--- src/pmrs_defs.svh ---
// Constants for the pump run sequencer: offsets, fields, resets, thresholds
//
// Operation
// - Mode-select press toggles panel/external control; external lamp lit only in external.
// - External mode runs from external inputs; panel mode from panel start/stop.
// - Panel start enters accelerating, shows accelerating display, lights rotating lamp.
// - External start raises accelerating and rotating status outputs.
// - At 80% rated speed on start, at-speed lamp lights, display shows at-speed.
// - At 80% threshold accelerating output drops and at-speed output rises.
// - Panel stop enters braking, display shows braking, at-speed lamp goes dark.
// - Host asserts stop input; device shows braking output while decelerating.
// - End of braking drops rotating and braking together; display shows stopped.
// - Rotating outputs clear once measured speed is at or below 60 rpm.
// - Speed mode rated/reduced comes from panel setting or external select input.
// - Speed mode change accepted whether stopped, accelerating or running.
// - Reduced target settable 25 % to 100 % of rated in 0.1 % steps.
// - Changed reduced target while running makes speed move to and hold it.
// - Mode transitions use the same ramp rate as normal start and stop.
// - Reduced start: at-speed rises at 80 % of reduced target, then holds.
// - Rated to lower reduced speed: at-speed drops, braking rises until reached.
// - Back to rated: accelerating shown only if reduced target was at most 80 %.
`ifndef PMRS_DEFS_SVH
`define PMRS_DEFS_SVH

// Register byte offsets
`define PMRS_CTRL_OFS    4'h0
`define PMRS_REDUCED_OFS 4'h4
`define PMRS_STATUS_OFS  4'h8
`define PMRS_SPEED_OFS   4'hC

// Control and status fields
`define PMRS_CTRL_RED_BIT   0
`define PMRS_ST_EXT_BIT     3
`define PMRS_ST_RED_BIT     4
`define PMRS_ST_RISE_BIT    5
`define PMRS_ST_ATSPD_BIT   6
`define PMRS_ST_SLOW_BIT    7
`define PMRS_ST_ROT_BIT     8

// Reduced target in tenths of a percent
`define PMRS_RED_MIN   10'h0FA
`define PMRS_RED_MAX   10'h3E8
`define PMRS_RED_RST   10'h1F4
`define PMRS_PERMILLE  26'h000_03E8

// Speed thresholds
`define PMRS_AT_SPEED_PCT 20'h0_0050
`define PMRS_PCT_DIV      20'h0_0064
`define PMRS_STILL_RPM    16'h003C

`endif

--- src/pmrs_pkg.sv ---
// Types shared by the pump run sequencer modules
package pmrs_pkg;

    typedef enum logic [2:0] {
        ST_STOP  = 3'b000,
        ST_ACC   = 3'b001,
        ST_NORM  = 3'b010,
        ST_SLOW  = 3'b011,
        ST_SLOWING_STATUS = 3'b100
    } pmrs_state_e;

    typedef enum logic [1:0] {
        DSP_STOP  = 2'b00,
        DSP_ACC   = 2'b01,
        DSP_NORM  = 2'b10,
        DSP_SLOWING_STATUS = 2'b11
    } pmrs_disp_e;

    typedef struct packed {
        pmrs_state_e state;
        logic        extMode;
        logic        modePrev;
        logic        startPrev;
        logic        stopPrev;
        logic        xStartPrev;
        logic        xStopPrev;
        logic        panelReduced;
        logic [9:0]  reducedPm;
        logic [15:0] targetPrev;
        logic        rising;
        logic        atSpeed;
        logic        slowing;
        logic        rotating;
        pmrs_disp_e  disp;
        logic        waitReq;
        logic [31:0] rdata;
    } pmrs_top_s;

    typedef struct packed {
        logic [15:0] divCnt;
        logic [15:0] speed;
    } pmrs_ramp_s;

endpackage

--- src/pmrs_run_sequencer.sv ---
// Run-state sequencer top: control source, run states, status lines, registers
//
// The Avalon-MM slave port and the placing of the registers are this design's own decisions.
`timescale 1ns/100ps
`include "pmrs_defs.svh"
module pmrs_run_sequencer #(
    parameter logic [15:0] RATED_RPM = 16'h7530,
    parameter logic [15:0] STEP_RPM  = 16'h000A,
    parameter logic [15:0] DIV_CYC   = 16'h03E8
) (
    // Clock and reset
    input  wire logic        ref_clk,
    input  wire logic        rst,

    // Avalon-MM register slave
    input  wire logic [3:0]  avs_address,
    input  wire logic        avs_read,
    input  wire logic        avs_write,
    input  wire logic [31:0] avs_writedata,
    input  wire logic [3:0]  avs_byteenable,
    output logic      [31:0] avs_readdata,
    output logic             avs_waitrequest,

    // Front panel switches
    input  wire logic        modeSelBtn,
    input  wire logic        panelStartBtn,
    input  wire logic        panelStopBtn,

    // External control inputs
    input  wire logic        extStart,
    input  wire logic        extStop,
    input  wire logic        extReducedSel,

    // Measured rotor speed in rpm
    input  wire logic [15:0] measSpeed,

    // Status lines and lamps
    output logic             speedRisingIndication,
    output logic             atSpeedStatus,
    output logic             slowingStatus,
    output logic             rotatingStatus,
    output logic             extModeLamp,
    output logic      [1:0]  opDisplay,

    // Speed command to the drive
    output logic      [15:0] cmdSpeed
);

    ////////////////////////////////////////////////////////////////////////
    // Arithmetic helpers

    function automatic logic [15:0] pct80(input logic [15:0] spd);
        logic [23:0] prod;
        prod  = {8'h00, spd} * 24'(`PMRS_AT_SPEED_PCT);
        pct80 = 16'(prod / 24'(`PMRS_PCT_DIV));
    endfunction

    function automatic logic [15:0] scaleRated(input logic [9:0] pm);
        logic [25:0] prod;
        prod       = {10'h000, RATED_RPM} * {16'h0000, pm};
        scaleRated = 16'(prod / `PMRS_PERMILLE);
    endfunction

    function automatic logic [9:0] clampPm(input logic [9:0] pm);
        if (pm < `PMRS_RED_MIN) begin
            clampPm = `PMRS_RED_MIN;
        end else if (pm > `PMRS_RED_MAX) begin
            clampPm = `PMRS_RED_MAX;
        end else begin
            clampPm = pm;
        end
    endfunction

    ////////////////////////////////////////////////////////////////////////
    // State

    pmrs_pkg::pmrs_top_s r_reg;
    pmrs_pkg::pmrs_top_s r_next;

    logic        modeEv;
    logic        startCmd;
    logic        stopCmd;
    logic        reducedSel;
    logic [15:0] target;
    logic        targetChg;
    logic [15:0] goalSpeed;
    logic        busReq;
    logic        wrTake;
    logic [15:0] wrMask;
    logic [15:0] redMerged;

    // Only the selected source's commands reach the state machine
    assign modeEv   = modeSelBtn & ~r_reg.modePrev;
    assign startCmd = r_reg.extMode ? (extStart & ~r_reg.xStartPrev)
                                    : (panelStartBtn & ~r_reg.startPrev);
    assign stopCmd  = r_reg.extMode ? (extStop & ~r_reg.xStopPrev)
                                    : (panelStopBtn & ~r_reg.stopPrev);

    // Speed mode may change in any state; the target follows at once
    assign reducedSel = r_reg.extMode ? extReducedSel : r_reg.panelReduced;
    assign target     = reducedSel ? scaleRated(r_reg.reducedPm) : RATED_RPM;
    assign targetChg  = (target != r_reg.targetPrev);

    assign goalSpeed = (r_reg.state == pmrs_pkg::ST_SLOWING_STATUS ||
                        r_reg.state == pmrs_pkg::ST_STOP) ? 16'h0000 : target;

    assign busReq    = avs_read | avs_write;
    assign wrTake    = avs_write & ~r_reg.waitReq;
    assign wrMask    = {{8{avs_byteenable[1]}}, {8{avs_byteenable[0]}}};
    assign redMerged = (avs_writedata[15:0] & wrMask) | ({6'h00, r_reg.reducedPm} & ~wrMask);

    ////////////////////////////////////////////////////////////////////////
    // Speed ramp

    pmrs_speed_ramp #(
        .STEP_RPM (STEP_RPM),
        .DIV_CYC  (DIV_CYC)
    ) u_ramp (
        .ref_clk   (ref_clk),
        .rst       (rst),
        .goalSpeed (goalSpeed),
        .cmdSpeed  (cmdSpeed)
    );

    ////////////////////////////////////////////////////////////////////////
    // Next state

    always_comb begin
        r_next = r_reg;

        r_next.modePrev   = modeSelBtn;
        r_next.startPrev  = panelStartBtn;
        r_next.stopPrev   = panelStopBtn;
        r_next.xStartPrev = extStart;
        r_next.xStopPrev  = extStop;
        r_next.targetPrev = target;

        if (modeEv) begin
            r_next.extMode = ~r_reg.extMode;
        end

        case (r_reg.state)
            pmrs_pkg::ST_STOP: begin
                if (startCmd) begin
                    r_next.state = pmrs_pkg::ST_ACC;
                end
            end
            pmrs_pkg::ST_ACC: begin
                if (stopCmd) begin
                    r_next.state = pmrs_pkg::ST_SLOWING_STATUS;
                end else if (reducedSel && measSpeed > target) begin
                    r_next.state = pmrs_pkg::ST_SLOW;
                end else if (measSpeed >= pct80(target)) begin
                    r_next.state = pmrs_pkg::ST_NORM;
                end
            end
            pmrs_pkg::ST_NORM: begin
                if (stopCmd) begin
                    r_next.state = pmrs_pkg::ST_SLOWING_STATUS;
                end else if (targetChg && target < measSpeed) begin
                    r_next.state = pmrs_pkg::ST_SLOW;
                end else if (targetChg && target > r_reg.targetPrev &&
                             r_reg.targetPrev <= pct80(target)) begin
                    r_next.state = pmrs_pkg::ST_ACC;
                end
            end
            pmrs_pkg::ST_SLOW: begin
                // Reverting to rated before arrival also lands here
                if (stopCmd) begin
                    r_next.state = pmrs_pkg::ST_SLOWING_STATUS;
                end else if (measSpeed <= target) begin
                    r_next.state = pmrs_pkg::ST_NORM;
                end
            end
            pmrs_pkg::ST_SLOWING_STATUS: begin
                if (startCmd) begin
                    r_next.state = pmrs_pkg::ST_ACC;
                end else if (measSpeed <= `PMRS_STILL_RPM) begin
                    r_next.state = pmrs_pkg::ST_STOP;
                end
            end
            default: begin
                r_next.state = pmrs_pkg::ST_STOP;
            end
        endcase

        // Status lines decode the next state, so rising, at-speed and slowing can never overlap
        r_next.rising   = (r_next.state == pmrs_pkg::ST_ACC);
        r_next.atSpeed  = (r_next.state == pmrs_pkg::ST_NORM);
        r_next.slowing  = (r_next.state == pmrs_pkg::ST_SLOW) ||
                          (r_next.state == pmrs_pkg::ST_SLOWING_STATUS);
        r_next.rotating = (r_next.state != pmrs_pkg::ST_STOP);

        case (r_next.state)
            pmrs_pkg::ST_ACC: begin
                r_next.disp = pmrs_pkg::DSP_ACC;
            end
            pmrs_pkg::ST_NORM: begin
                r_next.disp = pmrs_pkg::DSP_NORM;
            end
            pmrs_pkg::ST_SLOW, pmrs_pkg::ST_SLOWING_STATUS: begin
                r_next.disp = pmrs_pkg::DSP_SLOWING_STATUS;
            end
            default: begin
                r_next.disp = pmrs_pkg::DSP_STOP;
            end
        endcase

        ////////////////////////////////////////////////////////////////////
        // Register slave: one wait cycle, then the answer

        r_next.waitReq = ~(busReq & r_reg.waitReq);

        if (busReq && r_reg.waitReq) begin
            case (avs_address)
                `PMRS_CTRL_OFS: begin
                    r_next.rdata = {31'h0000_0000, r_reg.panelReduced};
                end
                `PMRS_REDUCED_OFS: begin
                    r_next.rdata = {22'h00_0000, r_reg.reducedPm};
                end
                `PMRS_STATUS_OFS: begin
                    r_next.rdata = 32'h0000_0000;
                    r_next.rdata[2:0] = r_reg.state;
                    r_next.rdata[`PMRS_ST_EXT_BIT]   = r_reg.extMode;
                    r_next.rdata[`PMRS_ST_RED_BIT]   = reducedSel;
                    r_next.rdata[`PMRS_ST_RISE_BIT]  = r_reg.rising;
                    r_next.rdata[`PMRS_ST_ATSPD_BIT] = r_reg.atSpeed;
                    r_next.rdata[`PMRS_ST_SLOW_BIT]  = r_reg.slowing;
                    r_next.rdata[`PMRS_ST_ROT_BIT]   = r_reg.rotating;
                end
                `PMRS_SPEED_OFS: begin
                    r_next.rdata = {cmdSpeed, measSpeed};
                end
                default: begin
                    r_next.rdata = 32'h0000_0000;
                end
            endcase
        end

        if (wrTake) begin
            case (avs_address)
                `PMRS_CTRL_OFS: begin
                    if (avs_byteenable[0]) begin
                        r_next.panelReduced = avs_writedata[`PMRS_CTRL_RED_BIT];
                    end
                end
                `PMRS_REDUCED_OFS: begin
                    // Bits above 9 are dropped, then out-of-range values are pinned to the nearest limit
                    r_next.reducedPm = clampPm(redMerged[9:0]);
                end
                default: begin
                    r_next.reducedPm = r_reg.reducedPm;
                end
            endcase
        end
    end

    ////////////////////////////////////////////////////////////////////////
    // Registers

    always_ff @(posedge ref_clk) begin
        if (rst) begin
            r_reg            <= '0;
            r_reg.state      <= pmrs_pkg::ST_STOP;
            r_reg.disp       <= pmrs_pkg::DSP_STOP;
            r_reg.reducedPm  <= `PMRS_RED_RST;
            r_reg.targetPrev <= RATED_RPM;
            r_reg.waitReq    <= 1'b1;
        end else begin
            r_reg <= r_next;
        end
    end

    ////////////////////////////////////////////////////////////////////////
    // Outputs

    assign avs_readdata          = r_reg.rdata;
    assign avs_waitrequest       = r_reg.waitReq;
    assign speedRisingIndication = r_reg.rising;
    assign atSpeedStatus         = r_reg.atSpeed;
    assign slowingStatus         = r_reg.slowing;
    assign rotatingStatus        = r_reg.rotating;
    assign extModeLamp           = r_reg.extMode;
    assign opDisplay             = r_reg.disp;

endmodule

--- src/pmrs_speed_ramp.sv ---
// Speed command ramp: moves toward the goal at one fixed rate both ways
`timescale 1ns/100ps
module pmrs_speed_ramp #(
    parameter logic [15:0] STEP_RPM = 16'h000A,
    parameter logic [15:0] DIV_CYC  = 16'h03E8
) (
    // Clock and reset
    input  wire logic        ref_clk,
    input  wire logic        rst,
    // Goal and command
    input  wire logic [15:0] goalSpeed,
    output logic      [15:0] cmdSpeed
);

    pmrs_pkg::pmrs_ramp_s r_reg;
    pmrs_pkg::pmrs_ramp_s r_next;
    logic                 tick;

    assign tick     = (r_reg.divCnt == DIV_CYC - 16'h0001);
    assign cmdSpeed = r_reg.speed;

    ////////////////////////////////////////////////////////////////////////
    // One step per divider tick, same size up and down, so a mode change
    // takes as long as the equivalent part of a start or stop
    always_comb begin
        r_next = r_reg;
        r_next.divCnt = tick ? 16'h0000 : r_reg.divCnt + 16'h0001;
        if (tick) begin
            if (r_reg.speed + STEP_RPM <= goalSpeed) begin
                r_next.speed = r_reg.speed + STEP_RPM;
            end else if (r_reg.speed >= goalSpeed + STEP_RPM) begin
                r_next.speed = r_reg.speed - STEP_RPM;
            end else begin
                r_next.speed = goalSpeed;
            end
        end
    end

    always_ff @(posedge ref_clk) begin
        if (rst) begin
            r_reg <= '0;
        end else begin
            r_reg <= r_next;
        end
    end

endmodule

--- config.mk ---
export PLATFORM = sky130hd
export DESIGN_NAME = pmrs_run_sequencer
export DESIGN_NICKNAME = d
export VERILOG_FILES = /design/src/pmrs_pkg.sv /design/src/pmrs_run_sequencer.sv /design/src/pmrs_speed_ramp.sv
export VERILOG_INCLUDE_DIRS = /design/src
export SDC_FILE = /design/constraint.sdc
export NUM_CORES = 1
export LEC_CHECK = 0
export ABC_AREA = 1
export BUFFER_PORTS_ARGS = -buffer_cell sky130_fd_sc_hd__buf_2
export CORE_MARGIN = 2
export CORE_UTILIZATION = 30
export DETAILED_ROUTE_END_ITERATION = 8
export SLEW_MARGIN = 20
export SYNTH_ARGS = -nofsm -noshare
export SYNTH_HDL_FRONTEND = slang
export SYNTH_HIERARCHICAL = 1
export SYNTH_SLANG_ARGS = --single-unit
export TNS_END_PERCENT = 100
--- constraint.sdc ---
create_clock -name ref_clk -period 53.4 [get_ports ref_clk]
set_input_delay 5.34 -clock ref_clk [delete_from_list [all_inputs] [get_ports ref_clk]]
set_output_delay 5.34 -clock ref_clk [all_outputs]
set_load 0.005 [all_outputs]
==> out/summary.txt <==
Gr usage total = 15.3%
RSZ-0062 raised after global routing = false
Period minus WS final = 30.47 ns
Synth warn = 6
Rel. slew slack = 44.4%
Fin. Hold Viols = 0
Gpl congestion = 0.884
Core Region = 58000 um2
Required @ worst endpoint = 53.70 ns
Setup TNS = 0 ns
Final WS setup = 22.93 ns
Mean Syn Cell Area = 6.12 um2
Die X = 247 um
Post-CTS Setup Inserts = 0
Critical Path Start Type = flip-flop
Most common cell on crit path = nand2_1
Outcome = finished, final reports clean
Post-synth EDFFs = 0
Area Overhead vs Synth = 7.32%
# setup viols final = 0
CP Launch Point = r_reg[63]$_SDFFE_PP1P_
Post-CTS resize count = 0
Die area = 60900 um2
Residual DRC = 0
Share of cells above drive strength 1 = 12.8%
Worst path arrival time = 30.77 ns
Drt first pass iters = 8
Post-route ant nets = 0
Row Count = 88
Synthesized instance count = 2890
Slew @ Worst Pin = 0.831 ns
HPWL after DPL = 39000 um
Largest family of logic cells by synthesized area = simple AND/OR/NAND/NOR gates
Die H = 247 um
Commonest non-fill, non-tap cells in the layout = 807 x nand2_1, 421 x inv_1, 238 x nand3_1, 217 x nor2_1, 207 x ha_1
DR iter-0 viols = 889
Hold Path Depth = 1
Fin. max-slew vios = 0
WL per Instance = 12.5 um
Initial antenna violation count = 2
First-pass GRT wire length = 77500 um
Place WS = 22.96 ns
Synth cell types = 65
Reg clk slew, reported paths = 0.09 ns
Worst Path Max Fanout = 13
Post-Route WL = 46100 um
Clk root buf = clkbuf_16
Longest Clk Path Bufs = 2
Critical path's slowest cell = fa_1
Total number of vias = 17200
# H-tree levels = 3
Max reg flops = 35
Vias per inst = 4.66
I/O Pins = 122
Hold Crit Class = flip-flop to flip-flop
Period utilisation layout = 57.1%
Clk sinks = 107
Max_cap viols = 0
Vias in the first global route = 15900
Cell Area, Synth = 17700 um2
Crit end category = flip-flop
Compound-gate portion of the synthesized area = 11.7%
Syn nets = 3195
Synth Flop Type = dfxtp_1
Mux contribution to synthesized area = 0%
Max Fclk = 0.0328 GHz
FF+latch count, synth = 107
Post-synthesis async set-or-reset flop share = 0%
Worst-case reg-to-reg path depth = 229
# hold bufs at CTS = 0
Area after DPL = 18700 um2
Worst Min Path Start = u_ramp/r_reg[16]$_SDFF_PP0_
Commonest non-fill, non-tap cell in the layout = nand2_1
Post-synthesis simple-gate area fraction = 39.8%
CP Class = flip-flop to flip-flop
Post-synthesis xor/xnor area fraction = 4.60%
CTS tree = done
Grt total ovfl = 0
Reg-to-Reg Start = r_reg[63]$_SDFFE_PP1P_
CP max stage delay = 0.55 ns
Cts bufs inserted = 9
Clock latency at the later pin of the worst-skew pair = 0.37 ns
Seq/Total Area, Yosys = 12.1%
Post-Synth Adder-Cell Area = 18.3%
Initial core utilization = 30.5%
# nets final = 3232
Largest net degree at the start of global routing = 41
Port Buf Inserts = 97
Layout Skew = 0.0163 ns
Fin area = 19000 um2
-- cell type report --
type | instances | area, um2
Clock buffer | 9 | 225
Multi-Input combinational cell | 2210 | 13200
Timing Repair Buffer | 103 | 531
Tap cell | 765 | 957
Clock inverter | 7 | 92.6
Antenna cell | 2 | 5.00
Sequential cell | 107 | 2140
Fill cell | 6471 | 39000
Inverter | 496 | 1870
-- cells in the mapped netlist (19+ instances only) --
| cell type | n | share of area, % |
|---|---|---|
| a21oi_1 | 131 | 3.7 |
| fa_1 | 32 | 3.6 |
| nand3_1 | 238 | 6.7 |
| nor3_1 | 28 | 0.79 |
| nor2_2 | 23 | 0.81 |
| dfxtp_1 | 107 | 12 |
| nand3_2 | 19 | 1.1 |
| inv_2 | 63 | 1.3 |
| ha_1 | 207 | 15 |
| inv_1 | 421 | 8.9 |
| nand2_4 | 21 | 1.3 |
| o211ai_1 | 20 | 0.85 |
| xor2_1 | 80 | 4.0 |
| nand4_1 | 44 | 1.6 |
| nand2_1 | 807 | 17 |
| o21ai_1 | 40 | 1.1 |
| o21ai_0 | 95 | 2.7 |
| nand2_2 | 73 | 2.6 |
| buf_4 | 52 | 2.2 |
| nor2_1 | 217 | 4.6 |
-- worst paths after layout --
kind	slack (ns)	end
setup / recovery	22.93	opDisplay[0]$_SDFF_PP0_
hold / removal	0.45	u_ramp/r_reg[16]$_SDFF_PP0_
setup reg to reg	22.93	opDisplay[0]$_SDFF_PP0_
hold reg to reg	0.45	u_ramp/r_reg[16]$_SDFF_PP0_
-- cell families (layout without fill, tap and decap cells) --
group | count (synthesis) | in the layout
adders and majority gates | 239 | 239
and+or+nand+nor | 1524 | 1524
DFF | 107 | 107
buffers and inverters | 573 | 615
other | 0 | 2
AOI/OAI and AO/OA | 355 | 355
xor gates and xnor gates | 92 | 92
-- metrics by stage --
step	util [%]	cells	hold slack, ns
after floorplan	-	2890	0.418
after global placement	32.2	3681	0.433
after detailed placement	32.2	3681	0.439
after CTS	32.7	3697	0.456
after global routing	32.7	3699	0.471
final	32.7	3699	0.446
-- worst max-delay path: cells and delay by family, from the launching register on --
family	cells	cell delay, ns
AND/OR/NAND/NOR	158	17.69
AO/OA/AOI/OAI	27	4.82
adder cells (fa/ha/maj)	12	4.36
buffers and inverters	30	2.49
flip-flops	1	0.54
XOR/XNOR	2	0.46
-- metal layers --
metal  global-route usage (%)  vias to the layer above  routed length, um
met1                     21.7                     7602              23300
met5                        0                        -                  0
li1                         -                     9304                  -
met2                     25.3                      290              20600
met4                     3.17                        0                522
met3                    0.944                       24               1700
Power is left out: the tool's default activity adds up to more than one toggle a clock period on the data nets, which glitch-free logic cannot reach.
